<file path="src/include/rdfc_pkg.sv">
// Package for the reference divider and function control block.
// Assumes a single 100 MHz clock and 32-bit serial words whose low three bits select the target register.
`default_nettype none

package rdfc_pkg;

	// Serial word framing and the control codes that select a register.
	localparam int WORD_W = 32;
	localparam int CTRL_W = 3;
	localparam logic [2:0] CTRL_FRACTIONAL_VALUE_INT = 3'h0;
	localparam logic [2:0] CTRL_REF_DIV = 3'h2;
	localparam logic [2:0] CTRL_FUNC = 3'h3;

	// Field positions of the reference divider word.
	localparam int RD_CP_MSB = 27;
	localparam int RD_CP_LSB = 24;
	localparam int RD_PRESC_BIT = 22;
	localparam int RD_HALVE_BIT = 21;
	localparam int RD_DOUBLE_BIT = 20;
	localparam int RD_RCNT_MSB = 19;
	localparam int RD_RCNT_LSB = 15;
	localparam int RD_STEP_MSB = 14;
	localparam int RD_STEP_LSB = 3;

	// Field positions of the function control word.
	localparam int FN_BLEED_MSB = 24;
	localparam int FN_BLEED_LSB = 22;
	localparam int FN_BLEED_EN_BIT = 21;
	localparam int FN_LOL_BIT = 16;
	localparam int FN_NSEL_BIT = 15;
	localparam int FN_SDKEEP_BIT = 14;
	localparam int FN_RAMP_MSB = 11;
	localparam int FN_RAMP_LSB = 10;
	localparam int FN_PSK_BIT = 9;
	localparam int FN_FSK_BIT = 8;
	localparam int FN_LDP_BIT = 7;
	localparam int FN_POL_BIT = 6;
	localparam int FN_PD_BIT = 5;
	localparam int FN_CPTRI_BIT = 4;
	localparam int FN_CRST_BIT = 3;

	// Values after reset.
	localparam logic [31:0] REF_DIV_RESET = 32'h0000_0000;
	localparam logic [31:0] FUNC_RESET = 32'h0000_0000;
	localparam logic [31:0] FRACTIONAL_VALUE_INT_RESET = 32'h0000_0000;

	// Lock detect timing, in ns as printed, and the cycle counts derived from them.
	localparam int CLK_PERIOD_NS = 10;
	localparam int LD_WIDE_NS = 14;
	localparam int LD_FINE_NS = 6;
	localparam int LD_UNLOCK_NS = 22;
	localparam int LD_WIDE_CYC = (LD_WIDE_NS / CLK_PERIOD_NS > 0) ? LD_WIDE_NS / CLK_PERIOD_NS : 1;
	localparam int LD_FINE_CYC = (LD_FINE_NS / CLK_PERIOD_NS > 0) ? LD_FINE_NS / CLK_PERIOD_NS : 1;
	localparam int LD_UNLOCK_CYC = (LD_UNLOCK_NS / CLK_PERIOD_NS > 0) ? LD_UNLOCK_NS / CLK_PERIOD_NS : 1;
	localparam int LD_SAMPLE_EVERY = 32;
	localparam int LD_LOCK_COUNT = 5;
	localparam int LD_REF_LOSS_CYC = 4096;
	localparam int INT_LOAD_DELAY_PFD = 4;

	// Decoded configuration presented to the analog and counter blocks.
	typedef struct packed {
		logic [3:0] pump_current_level;
		logic prescaler_89;
		logic reference_halver_enable;
		logic doubler_en;
		logic [4:0] ref_count;
		logic [11:0] ramp_step_divider;
		logic [2:0] bleed_level;
		logic bleed_en;
		logic loss_lock_mode;
		logic int_load_delay_en;
		logic mod_keep;
		logic [1:0] ramp_mode;
		logic psk_en;
		logic fsk_en;
		logic lock_precision_sel;
		logic detector_polarity;
		logic power_down;
	} rdfc_cfg_t;

endpackage : rdfc_pkg

`default_nettype wire

</file>
<file path="src/hdl/rdfc_ref_counter.sv">
// Reference counter: divides active reference edges by 1 to 32, with an optional halving toggle.
// Assumes edge_en is a one-cycle pulse on clk for every active reference edge.
`default_nettype none

module rdfc_ref_counter (
	input wire logic clk,
	input wire logic rst,
	input wire logic edge_en,
	input wire logic [4:0] ratio_code,
	input wire logic halve,
	input wire logic hold,
	output logic ref_pulse,
	output logic ref_level
);
	import rdfc_pkg::*;

	logic [4:0] count_reg;
	logic [4:0] count_next;

	// Code zero stands for a ratio of 32, so a reload value is the code minus one.
	assign count_next = ratio_code - 5'h01;

	// The ratio is sampled only at reload, so a new code acts from the next count cycle.
	always_ff @(posedge clk or posedge rst) begin
		if (rst) begin
			count_reg <= 5'h00;
			ref_pulse <= 1'b0;
		end else if (hold) begin
			count_reg <= 5'h00;
			ref_pulse <= 1'b0;
		end else begin
			ref_pulse <= 1'b0;
			if (edge_en) begin
				if (count_reg == 5'h00) begin
					count_reg <= count_next;
					ref_pulse <= 1'b1;
				end else begin
					count_reg <= count_reg - 5'h01;
				end
			end
		end
	end

	// Without halving the level follows each pulse; with it a toggle gives a 50% duty clock.
	always_ff @(posedge clk or posedge rst) begin
		if (rst) begin
			ref_level <= 1'b0;
		end else if (hold) begin
			ref_level <= 1'b0;
		end else if (halve) begin
			ref_level <= edge_en && count_reg == 5'h00 ? ~ref_level : ref_level;
		end else begin
			ref_level <= edge_en && count_reg == 5'h00;
		end
	end

endmodule : rdfc_ref_counter

`default_nettype wire

</file>
<file path="src/hdl/rdfc_lock_detect.sv">
// Digital lock detector: measures every 32nd phase detector pulse against width thresholds.
// Assumes pfd_or is already synchronised to clk and ref_pulse marks each detector reference edge.
`default_nettype none

module rdfc_lock_detect #(
	parameter int REF_LOSS_CYC = rdfc_pkg::LD_REF_LOSS_CYC
) (
	input wire logic clk,
	input wire logic rst,
	input wire logic pfd_or,
	input wire logic ref_pulse,
	input wire logic clear,
	input wire logic precise,
	input wire logic loss_mode,
	output logic locked
);
	import rdfc_pkg::*;

	logic pfd_prev_reg;
	logic [4:0] pulse_idx_reg;
	logic [7:0] width_reg;
	logic [2:0] good_reg;
	logic [$clog2(REF_LOSS_CYC + 1) - 1:0] idle_reg;
	logic fall;
	logic [7:0] thr;

	assign fall = pfd_prev_reg && !pfd_or;
	assign thr = precise ? 8'(LD_FINE_CYC) : 8'(LD_WIDE_CYC);

	// Width is counted in whole clock periods, so thresholds are resolved to 10 ns only.
	always_ff @(posedge clk or posedge rst) begin
		if (rst) begin
			pfd_prev_reg <= 1'b0;
			width_reg <= 8'h00;
			pulse_idx_reg <= 5'h00;
		end else begin
			pfd_prev_reg <= pfd_or;
			if (pfd_or) begin
				width_reg <= (width_reg == 8'hff) ? width_reg : width_reg + 8'h01;
			end else begin
				width_reg <= 8'h00;
			end
			if (fall) begin
				pulse_idx_reg <= pulse_idx_reg + 5'h01;
			end
		end
	end

	// Only the pulse whose index wraps to zero is judged, one in every 32.
	always_ff @(posedge clk or posedge rst) begin
		if (rst) begin
			good_reg <= 3'h0;
			locked <= 1'b0;
		end else if (clear) begin
			good_reg <= 3'h0;
			locked <= 1'b0;
		end else if (loss_mode == 1'b0 && idle_reg == ($bits(idle_reg))'(REF_LOSS_CYC)) begin
			good_reg <= 3'h0;
			locked <= 1'b0;
		end else if (fall && pulse_idx_reg == 5'h00) begin
			if (width_reg > 8'(LD_UNLOCK_CYC)) begin
				locked <= 1'b0;
			end
			if (width_reg <= thr) begin
				good_reg <= (good_reg == 3'(LD_LOCK_COUNT)) ? good_reg : good_reg + 3'h1;
				if (good_reg == 3'(LD_LOCK_COUNT - 1)) begin
					locked <= 1'b1;
				end
			end else begin
				good_reg <= 3'h0;
			end
		end
	end

	// Reference watchdog: a missing reference drops lock when loss_mode is zero.
	always_ff @(posedge clk or posedge rst) begin
		if (rst) begin
			idle_reg <= '0;
		end else if (ref_pulse || clear) begin
			idle_reg <= '0;
		end else if (idle_reg != ($bits(idle_reg))'(REF_LOSS_CYC)) begin
			idle_reg <= idle_reg + 1'b1;
		end
	end

endmodule : rdfc_lock_detect

`default_nettype wire

</file>
<file path="src/hdl/rdfc_top.sv">
// Reference divider and function control block of a fractional-N synthesizer.
// Assumes one 100 MHz clock; serial, reference and detector pins are asynchronous and synchronised here.
//
// Overview of operation
// - Charge pump current code comes from reference divider word bits 27:24.
// - Bit 22 picks prescaler 4/5 or 8/9; host picks 8/9 above 8 GHz.
// - Bit 21 inserts a divide-by-two toggle after the reference counter.
// - Bit 20 doubles the reference before the five-bit counter.
// - Doubler off: falling edge only acts; doubler on: both edges act.
// - Five-bit field 19:15 divides the reference by 1 to 32.
// - Field 14:3 sets the ramp step clock divider.
// - Control bits 011 latch a word into the function register.
// - Bits 24:22 pick bleed current; bit 21 enables it.
// - Bit 16 zero: loss of lock shown even when reference disappears.
// - Bit 15 delays integer loading so integer and fraction land together.
// - Bit 14 zero resets the modulator on each integer/fraction write.
// - Bits 11:10 select the sweep waveform type.
// - Bit 9 enables phase keying; bit 8 enables frequency keying.
// - Lock detector measures every 32nd pulse of up OR down.
// - Lock after five measured pulses under 14 ns, or 6 ns with bit 7; here both limits are one 10 ns clock.
// - Lock holds until pulse over 22 ns, integer write, or power-down.
// - Bit 6 sets detector polarity: one positive, zero negative.
// - Bit 5 powers down: counters load, pump off, lock reset, port alive.
// - Control bits 010 latch a word into the reference divider register.
// - Function bit 4 three-states the charge pump.
// - Function bit 3 holds the synthesizer counters in reset.
`default_nettype none

module rdfc_top #(
	parameter int REF_LOSS_CYC = rdfc_pkg::LD_REF_LOSS_CYC,
	parameter int INT_DELAY_PFD = rdfc_pkg::INT_LOAD_DELAY_PFD
) (
	input wire logic clk,
	input wire logic rst,
	input wire logic ser_clk,
	input wire logic ser_data,
	input wire logic ser_latch,
	input wire logic ref_in,
	input wire logic pfd_up,
	input wire logic pfd_dn,
	output rdfc_pkg::rdfc_cfg_t cfg,
	output logic [31:0] fractional_value_int_word,
	output logic pfd_ref_pulse,
	output logic pfd_ref_clk,
	output logic ramp_step_tick,
	output logic pump_tristate,
	output logic counter_hold,
	output logic lock_detect,
	output logic mod_reset_pulse,
	output logic int_load_pulse
);
	import rdfc_pkg::*;

	// Two-flop synchronisers for every pin.
	logic [1:0] sclk_sync_reg;
	logic [1:0] sdat_sync_reg;
	logic [1:0] slat_sync_reg;
	logic [1:0] ref_sync_reg;
	logic [1:0] up_sync_reg;
	logic [1:0] dn_sync_reg;
	logic sclk_prev_reg;
	logic slat_prev_reg;
	logic ref_prev_reg;

	// Serial input register and latched words.
	logic [WORD_W-1:0] shift_reg;
	logic [31:0] reference_divider_word_reg;
	logic [31:0] function_control_word_reg;
	logic fractional_value_int_write;

	// Edge events of the synchronised pins.
	logic sclk_rise;
	logic latch_rise;
	logic ref_rise;
	logic ref_fall;
	logic ref_active;
	logic pfd_or_reg;

	// Counter internals.
	logic rc_pulse;
	logic rc_level;
	logic [11:0] step_cnt_reg;
	logic [11:0] step_cnt_next;
	logic [3:0] int_wait_reg;
	logic int_pending_reg;
	logic ld_locked;
	logic pd;

	assign pd = function_control_word_reg[FN_PD_BIT];

	// Pin synchronisers; only the second stage and the delayed copies feed logic.
	always_ff @(posedge clk or posedge rst) begin
		if (rst) begin
			sclk_sync_reg <= 2'h0;
			sdat_sync_reg <= 2'h0;
			slat_sync_reg <= 2'h0;
			ref_sync_reg <= 2'h0;
			up_sync_reg <= 2'h0;
			dn_sync_reg <= 2'h0;
		end else begin
			sclk_sync_reg <= {sclk_sync_reg[0], ser_clk};
			sdat_sync_reg <= {sdat_sync_reg[0], ser_data};
			slat_sync_reg <= {slat_sync_reg[0], ser_latch};
			ref_sync_reg <= {ref_sync_reg[0], ref_in};
			up_sync_reg <= {up_sync_reg[0], pfd_up};
			dn_sync_reg <= {dn_sync_reg[0], pfd_dn};
		end
	end

	// Delayed copies used to find edges of the synchronised pins.
	always_ff @(posedge clk or posedge rst) begin
		if (rst) begin
			sclk_prev_reg <= 1'b0;
			slat_prev_reg <= 1'b0;
			ref_prev_reg <= 1'b0;
			pfd_or_reg <= 1'b0;
		end else begin
			sclk_prev_reg <= sclk_sync_reg[1];
			slat_prev_reg <= slat_sync_reg[1];
			ref_prev_reg <= ref_sync_reg[1];
			pfd_or_reg <= up_sync_reg[1] | dn_sync_reg[1];
		end
	end

	assign sclk_rise = sclk_sync_reg[1] && !sclk_prev_reg;
	assign latch_rise = slat_sync_reg[1] && !slat_prev_reg;
	assign ref_rise = ref_sync_reg[1] && !ref_prev_reg;
	assign ref_fall = !ref_sync_reg[1] && ref_prev_reg;

	// The doubler is modelled by counting both reference edges instead of falling edges only.
	assign ref_active = reference_divider_word_reg[RD_DOUBLE_BIT] ? (ref_rise | ref_fall) : ref_fall;

	// Serial shift register, most significant bit first; it keeps running in power-down.
	always_ff @(posedge clk or posedge rst) begin
		if (rst) begin
			shift_reg <= '0;
		end else if (sclk_rise) begin
			shift_reg <= {shift_reg[WORD_W-2:0], sdat_sync_reg[1]};
		end
	end

	// A latch edge decodes the control bits and loads the matching register.
	always_ff @(posedge clk or posedge rst) begin
		if (rst) begin
			reference_divider_word_reg <= REF_DIV_RESET;
			function_control_word_reg <= FUNC_RESET;
			fractional_value_int_word <= FRACTIONAL_VALUE_INT_RESET;
		end else if (latch_rise) begin
			case (shift_reg[CTRL_W-1:0])
				CTRL_REF_DIV: begin
					reference_divider_word_reg <= shift_reg;
				end
				CTRL_FUNC: begin
					function_control_word_reg <= shift_reg;
				end
				CTRL_FRACTIONAL_VALUE_INT: begin
					fractional_value_int_word <= shift_reg;
				end
				default: begin
					reference_divider_word_reg <= reference_divider_word_reg;
				end
			endcase
		end
	end

	assign fractional_value_int_write = latch_rise && shift_reg[CTRL_W-1:0] == CTRL_FRACTIONAL_VALUE_INT;

	// Field decode; every field is a slice of a register, so the outputs are flop-driven.
	assign cfg.pump_current_level = reference_divider_word_reg[RD_CP_MSB:RD_CP_LSB];
	assign cfg.prescaler_89 = reference_divider_word_reg[RD_PRESC_BIT];
	assign cfg.reference_halver_enable = reference_divider_word_reg[RD_HALVE_BIT];
	assign cfg.doubler_en = reference_divider_word_reg[RD_DOUBLE_BIT];
	assign cfg.ref_count = reference_divider_word_reg[RD_RCNT_MSB:RD_RCNT_LSB];
	assign cfg.ramp_step_divider = reference_divider_word_reg[RD_STEP_MSB:RD_STEP_LSB];
	assign cfg.bleed_level = function_control_word_reg[FN_BLEED_MSB:FN_BLEED_LSB];
	assign cfg.bleed_en = function_control_word_reg[FN_BLEED_EN_BIT];
	assign cfg.loss_lock_mode = function_control_word_reg[FN_LOL_BIT];
	assign cfg.int_load_delay_en = function_control_word_reg[FN_NSEL_BIT];
	assign cfg.mod_keep = function_control_word_reg[FN_SDKEEP_BIT];
	assign cfg.ramp_mode = function_control_word_reg[FN_RAMP_MSB:FN_RAMP_LSB];
	assign cfg.psk_en = function_control_word_reg[FN_PSK_BIT];
	assign cfg.fsk_en = function_control_word_reg[FN_FSK_BIT];
	assign cfg.lock_precision_sel = function_control_word_reg[FN_LDP_BIT];
	assign cfg.detector_polarity = function_control_word_reg[FN_POL_BIT];
	assign cfg.power_down = pd;

	// Reference counter; power-down forces it to its load state.
	rdfc_ref_counter u_ref_counter (
		.clk(clk),
		.rst(rst),
		.edge_en(ref_active),
		.ratio_code(reference_divider_word_reg[RD_RCNT_MSB:RD_RCNT_LSB]),
		.halve(reference_divider_word_reg[RD_HALVE_BIT]),
		.hold(pd),
		.ref_pulse(rc_pulse),
		.ref_level(rc_level)
	);

	// Re-register the counter outputs so top outputs stay one flop from the pins.
	always_ff @(posedge clk or posedge rst) begin
		if (rst) begin
			pfd_ref_pulse <= 1'b0;
			pfd_ref_clk <= 1'b0;
		end else begin
			pfd_ref_pulse <= rc_pulse;
			pfd_ref_clk <= rc_level;
		end
	end

	// Ramp step divider counts detector reference pulses; a code of zero behaves as one.
	assign step_cnt_next = step_cnt_reg + 12'h001;

	always_ff @(posedge clk or posedge rst) begin
		if (rst) begin
			step_cnt_reg <= 12'h000;
			ramp_step_tick <= 1'b0;
		end else if (pd) begin
			step_cnt_reg <= 12'h000;
			ramp_step_tick <= 1'b0;
		end else begin
			ramp_step_tick <= 1'b0;
			if (rc_pulse) begin
				if (step_cnt_next >= reference_divider_word_reg[RD_STEP_MSB:RD_STEP_LSB]) begin
					step_cnt_reg <= 12'h000;
					ramp_step_tick <= 1'b1;
				end else begin
					step_cnt_reg <= step_cnt_next;
				end
			end
		end
	end

	// Charge pump three-state and counter hold, both forced by power-down.
	always_ff @(posedge clk or posedge rst) begin
		if (rst) begin
			pump_tristate <= 1'b0;
			counter_hold <= 1'b0;
		end else begin
			pump_tristate <= function_control_word_reg[FN_CPTRI_BIT] | pd;
			counter_hold <= function_control_word_reg[FN_CRST_BIT] | pd;
		end
	end

	// Modulator reset pulse follows each integer/fraction write unless the keep bit is set.
	always_ff @(posedge clk or posedge rst) begin
		if (rst) begin
			mod_reset_pulse <= 1'b0;
		end else begin
			mod_reset_pulse <= fractional_value_int_write && !function_control_word_reg[FN_SDKEEP_BIT];
		end
	end

	// Integer load waits a few detector cycles when delayed loading is on, so it meets the fraction.
	// A second write during the wait restarts it; the last value written wins.
	always_ff @(posedge clk or posedge rst) begin
		if (rst) begin
			int_pending_reg <= 1'b0;
			int_wait_reg <= 4'h0;
			int_load_pulse <= 1'b0;
		end else begin
			int_load_pulse <= 1'b0;
			if (fractional_value_int_write) begin
				if (function_control_word_reg[FN_NSEL_BIT]) begin
					int_pending_reg <= 1'b1;
					int_wait_reg <= 4'(INT_DELAY_PFD);
				end else begin
					int_pending_reg <= 1'b0;
					int_load_pulse <= 1'b1;
				end
			end else if (int_pending_reg && rc_pulse) begin
				if (int_wait_reg <= 4'h1) begin
					int_pending_reg <= 1'b0;
					int_load_pulse <= 1'b1;
				end else begin
					int_wait_reg <= int_wait_reg - 4'h1;
				end
			end
		end
	end

	// Lock detector; cleared by an integer/fraction write or by power-down.
	rdfc_lock_detect #(
		.REF_LOSS_CYC(REF_LOSS_CYC)
	) u_lock_detect (
		.clk(clk),
		.rst(rst),
		.pfd_or(pfd_or_reg),
		.ref_pulse(rc_pulse),
		.clear(fractional_value_int_write | pd),
		.precise(function_control_word_reg[FN_LDP_BIT]),
		.loss_mode(function_control_word_reg[FN_LOL_BIT]),
		.locked(ld_locked)
	);

	// Lock output is registered once more so it leaves the block from a flop.
	always_ff @(posedge clk or posedge rst) begin
		if (rst) begin
			lock_detect <= 1'b0;
		end else begin
			lock_detect <= ld_locked;
		end
	end

endmodule : rdfc_top

`default_nettype wire

</file>
<file path="config.mk">
export PLATFORM = sky130hd
export DESIGN_NAME = rdfc_top
export DESIGN_NICKNAME = d
export VERILOG_FILES = /design/src/include/rdfc_pkg.sv /design/src/hdl/rdfc_ref_counter.sv /design/src/hdl/rdfc_lock_detect.sv /design/src/hdl/rdfc_top.sv
export SDC_FILE = /design/constraint.sdc
export NUM_CORES = 1
export LEC_CHECK = 0
export CELL_PAD_IN_SITES_DETAIL_PLACEMENT = 1
export CELL_PAD_IN_SITES_GLOBAL_PLACEMENT = 2
export CORE_UTILIZATION = 42
export CTS_CLUSTER_DIAMETER = 80
export CTS_CLUSTER_SIZE = 40
export DETAILED_ROUTE_END_ITERATION = 6
export DONT_BUFFER_PORTS = 1
export PLACE_DENSITY = 0.77
export SLEW_MARGIN = 20
export SYNTH_ARGS = -nofsm -noshare
export SYNTH_HDL_FRONTEND = slang
export SYNTH_HIERARCHICAL = 1
export SYNTH_SLANG_ARGS = --single-unit
export TNS_END_PERCENT = 20
</file>
<file path="constraint.sdc">
create_clock -name clk -period 5 [get_ports clk]
set_clock_uncertainty 0.05 [all_clocks]
set_input_delay 0.5 -clock clk [delete_from_list [all_inputs] [get_ports clk]]
set_output_delay 0.5 -clock clk [all_outputs]
set_load 0.03 [all_outputs]
</file>
==> flow_summary_export.csv <==
group,metric,value,unit
floorplan,die_area,0.01950,mm²
routing,route.antenna.remaining_nets,0,
worst_hold_path,min_delay_path_class,"input pin to async pin",
cts,clk_pin_slew,0.07,ns
critical_path,endpoint_kind,"flop",
synth,mappedNetlistArea,0.007958,mm²
timing,timing.final.max_slew_violations,0,
timing,finalSetupViolCount,0,
timing,rsz_0062_raised_after_global_routing,"false",
power,comb_power_share,16.8,%
synth,synthesis.nets,736,
cells_and_area,drive_gt1_share,15.91,%
routing,dr_total_vias,5061,
critical_path,critical_path.reg2reg.endpoint,"step_cnt_reg[0]",
critical_path,worst-endpoint-arrival,3.69,ns
cells_and_area,count_of_inserted_antenna_diode_cells,0,
critical_path,timing.critical_path.fanout_max,13,
placed_design,place.detailed.hpwl,12.02,mm
floorplan,die_w,139.6,µm
critical_path,type_of_the_worst_setup_path,"flop to flop",
cts,hold_bufs_inserted_after_cts,1,
power,pwr-share-clk,31.4,%
cts,post_cts_resize_count,0,
outcome,run_status,"finished, final reports clean",
cells_and_area,final_cell_mix,"183 x sky130_fd_sc_hd__dfrtp_1, 130 x sky130_fd_sc_hd__nand2_1, 60 x sky130_fd_sc_hd__mux2_2, 33 x sky130_fd_sc_hd__inv_1",
cts,clock_tree.htree_level_count,4,
cts,max_root_sink_buffers,2,
synth,synth-edff-count,0,
grt,grt_overflow_total,0,
timing,timing.final.crit_period,3.402,ns
cells_and_area,area_growth_syn_to_layout,9.135,%
routing,via_per_inst,5.424,
power,p_int,0.002760,W
grt,grt_pass1_vias,5481,
cells_and_area,fill_cells,1938,
synth,syn-instance-count,700,
grt,grt_start_max_net_pins,99,
synth,post_synth_num_cell_types,60,
timing,final-hold-violation-count,0,
timing,finalWorstSetupSlack,1.598,ns
cells_and_area,layout.cells.most_common,"sky130_fd_sc_hd__dfrtp_1",
timing,final_min_period_over_clock_period,68.04,%
placed_design,preCtsSetupSlack,1.620,ns
critical_path,cp_data_required_time,5.29,ns
cells_and_area,final_core_utilization,47.53,%
routing,number_of_drc_violations_after_detailed_routing_iteration_0,214,
critical_path,worstSetupStartpointType,"flop",
cts,clock_insertion_delay_worst_skew,0.43,ns
routing,drt_first_pass_iters,7,
synth,fraction_of_the_yosys_area_taken_by_sequential_cells,57.55,%
timing,slew_headroom,33.92,%
routing,drcViolationCount,0,
cts,buffer_cell_driving_the_clock_tree_root,"sky130_fd_sc_hd__clkbuf_16",
synth,synthFlopType,"sky130_fd_sc_hd__dfrtp_1",
power,power.sequential.fraction,51.8,%
cells_and_area,final_cell_count_no_fill,933,
floorplan,design.core.area,0.01827,mm²
power,p_sw,0.001559,W
routing,avgRoutedWirePerCell,18.96,µm
floorplan,starting_density_of_the_core,43.56,%
placed_design,dp.cells,900,
power,ir_worst_vdd,244.0,µV
synth,synth_async_sr_flop_share,100.0,%
critical_path,reg2regPathDepth,11,
placed_design,port-buffer-count,0,
cells_and_area,finish.net_count,727,
placed_design,routability_congestion_estimate_from_global_placement,0.8212,
critical_path,regToRegStartpoint,"step_cnt_reg[0]",
floorplan,fp.dieH,139.6,µm
grt,grt_antenna_before_repair,0,
critical_path,worst_reg_to_reg_setup_slack,1.60,ns
routing,routed_wirelength,17.69,mm
power,switching_share,36.10,%
floorplan,number_of_cell_rows,49,
power,power_per_unit_of_standard_cell_area,497.2,mW/mm²
cts,tritoncts,"built",
run,drv_cap,0,
timing,max_slew.worst_pin.slew,0.9884,ns
grt,gr-usage-all-layers,19.40,%
timing,max_clock_freq,0.2939,GHz
cts,clock_sinks,183,
cts,cts-buffers-inserted,17,
floorplan,top_level_ports,86,
grt,grt_first_pass_wirelength,29.37,mm
synth,synth_warnings,6,
timing,timing.setup.tns,0,ns
power,static_leakage,4.128,nW
cts,setup_fix_buffers_added_after_clock_tree_synthesis,0,
synth,number_of_register_bits_inferred_by_synthesis,183,
synth,avgSynthCellArea,11.37,µm²
==> layout make-up <==
cell class | count | area [µm²] | area share, %
sequential | 183 | 4579 | 52.73
multi-input combinational | 450 | 3040 | 35.01
clock buffer | 17 | 425.4 | 4.898
tap | 229 | 286.5 | 3.299
clock inverter | 15 | 180.2 | 2.075
inverter | 34 | 132.6 | 1.527
timing repair buffer | 5 | 40.04 | 0.4610
==> logic make-up (layout without fill, tap and decap cells) <==
logic type | count (synthesis) | after routing | share of synthesized area, %
AND/OR/NAND/NOR | 251 | 251 | 15.17
flip-flops | 183 | 183 | 57.55
AO/OA/AOI/OAI | 83 | 83 | 6.887
buffers and inverters | 67 | 71 | 4.355
multiplexers | 63 | 63 | 8.884
adder cells (fa/ha/maj) | 28 | 28 | 4.403
XOR/XNOR | 25 | 25 | 2.752
==> critical path: stages, from the launching register on <==
cell	delay [ns]
sky130_fd_sc_hd__dfrtp_1	0.43
sky130_fd_sc_hd__ha_1	0.23
sky130_fd_sc_hd__nand3_1	0.16
sky130_fd_sc_hd__nor2_1	0.28
sky130_fd_sc_hd__nand3_1	0.14
sky130_fd_sc_hd__xnor2_1	0.26
sky130_fd_sc_hd__ha_1	0.30
sky130_fd_sc_hd__nand2_1	0.06
sky130_fd_sc_hd__o21ai_0	0.10
sky130_fd_sc_hd__a21oi_1	0.76
sky130_fd_sc_hd__nand2_1	0.28
sky130_fd_sc_hd__o21ai_0	0.25
==> metrics by stage <==
stage | hold WS [ns] | power, W | area (µm²)
floorplan | 0.2534 | 0.002769 | 7958
global placement | 0.2824 | 0.002947 | 8069
detailed placement | 0.2863 | 0.003001 | 8069
CTS | 0.005465 | 0.004376 | 8685
global route | 0.009970 | 0.004556 | 8685
finish | 0.006051 | 0.004318 | 8685
==> power by group through the flow <==
stage / Clock [W] / Combinational (W) / Sequential [W]
final: 0.00136 / 0.000724 / 0.00224
after global routing: 0.00145 / 0.000828 / 0.00228
after CTS: 0.00140 / 0.000737 / 0.00224
after detailed placement: 0 / 0.000733 / 0.00227
after global placement: 0 / 0.000693 / 0.00225
after floorplan: 0 / 0.000667 / 0.00210
==> cell usage after synthesis (10+ instances only) <==
| cell type | n | area share, % |
|---|---|---|
| sky130_fd_sc_hd__ha_1 | 28 | 4.4 |
| sky130_fd_sc_hd__nand2b_1 | 10 | 0.79 |
| sky130_fd_sc_hd__nand4_1 | 15 | 1.2 |
| sky130_fd_sc_hd__buf_4 | 16 | 1.5 |
| sky130_fd_sc_hd__nand2_1 | 130 | 6.1 |
| sky130_fd_sc_hd__nor2_1 | 25 | 1.2 |
| sky130_fd_sc_hd__nand3_1 | 19 | 1.2 |
| sky130_fd_sc_hd__o21ai_0 | 28 | 1.8 |
| sky130_fd_sc_hd__mux2_2 | 60 | 8.5 |
| sky130_fd_sc_hd__a21oi_1 | 16 | 1.0 |
| sky130_fd_sc_hd__inv_1 | 34 | 1.6 |
| sky130_fd_sc_hd__dfrtp_1 | 183 | 58 |
| sky130_fd_sc_hd__xnor2_1 | 16 | 1.8 |
==> layer usage <==
layer / part of all wire, % / wire (µm) / global-route usage (%)
met2: 50 / 8814 / 32.90
met4: 0.54 / 95 / 4.511
met3: 4.3 / 760 / 5.506
met1: 45 / 8021 / 24.58
met5: 0 / 0 / 0
==> worst max-delay path by stage <==
stage                    startpoint              end  cells past startpoint
finish              step_cnt_reg[0]  step_cnt_reg[0]                     11
global route        step_cnt_reg[2]  step_cnt_reg[2]                     10
CTS                 step_cnt_reg[0]  step_cnt_reg[0]                     10
detailed placement  step_cnt_reg[0]  step_cnt_reg[2]                     10
global placement    step_cnt_reg[0]  step_cnt_reg[2]                     10
floorplan                       rst     counter_hold                      1
Power figures use the tool's default switching activity.
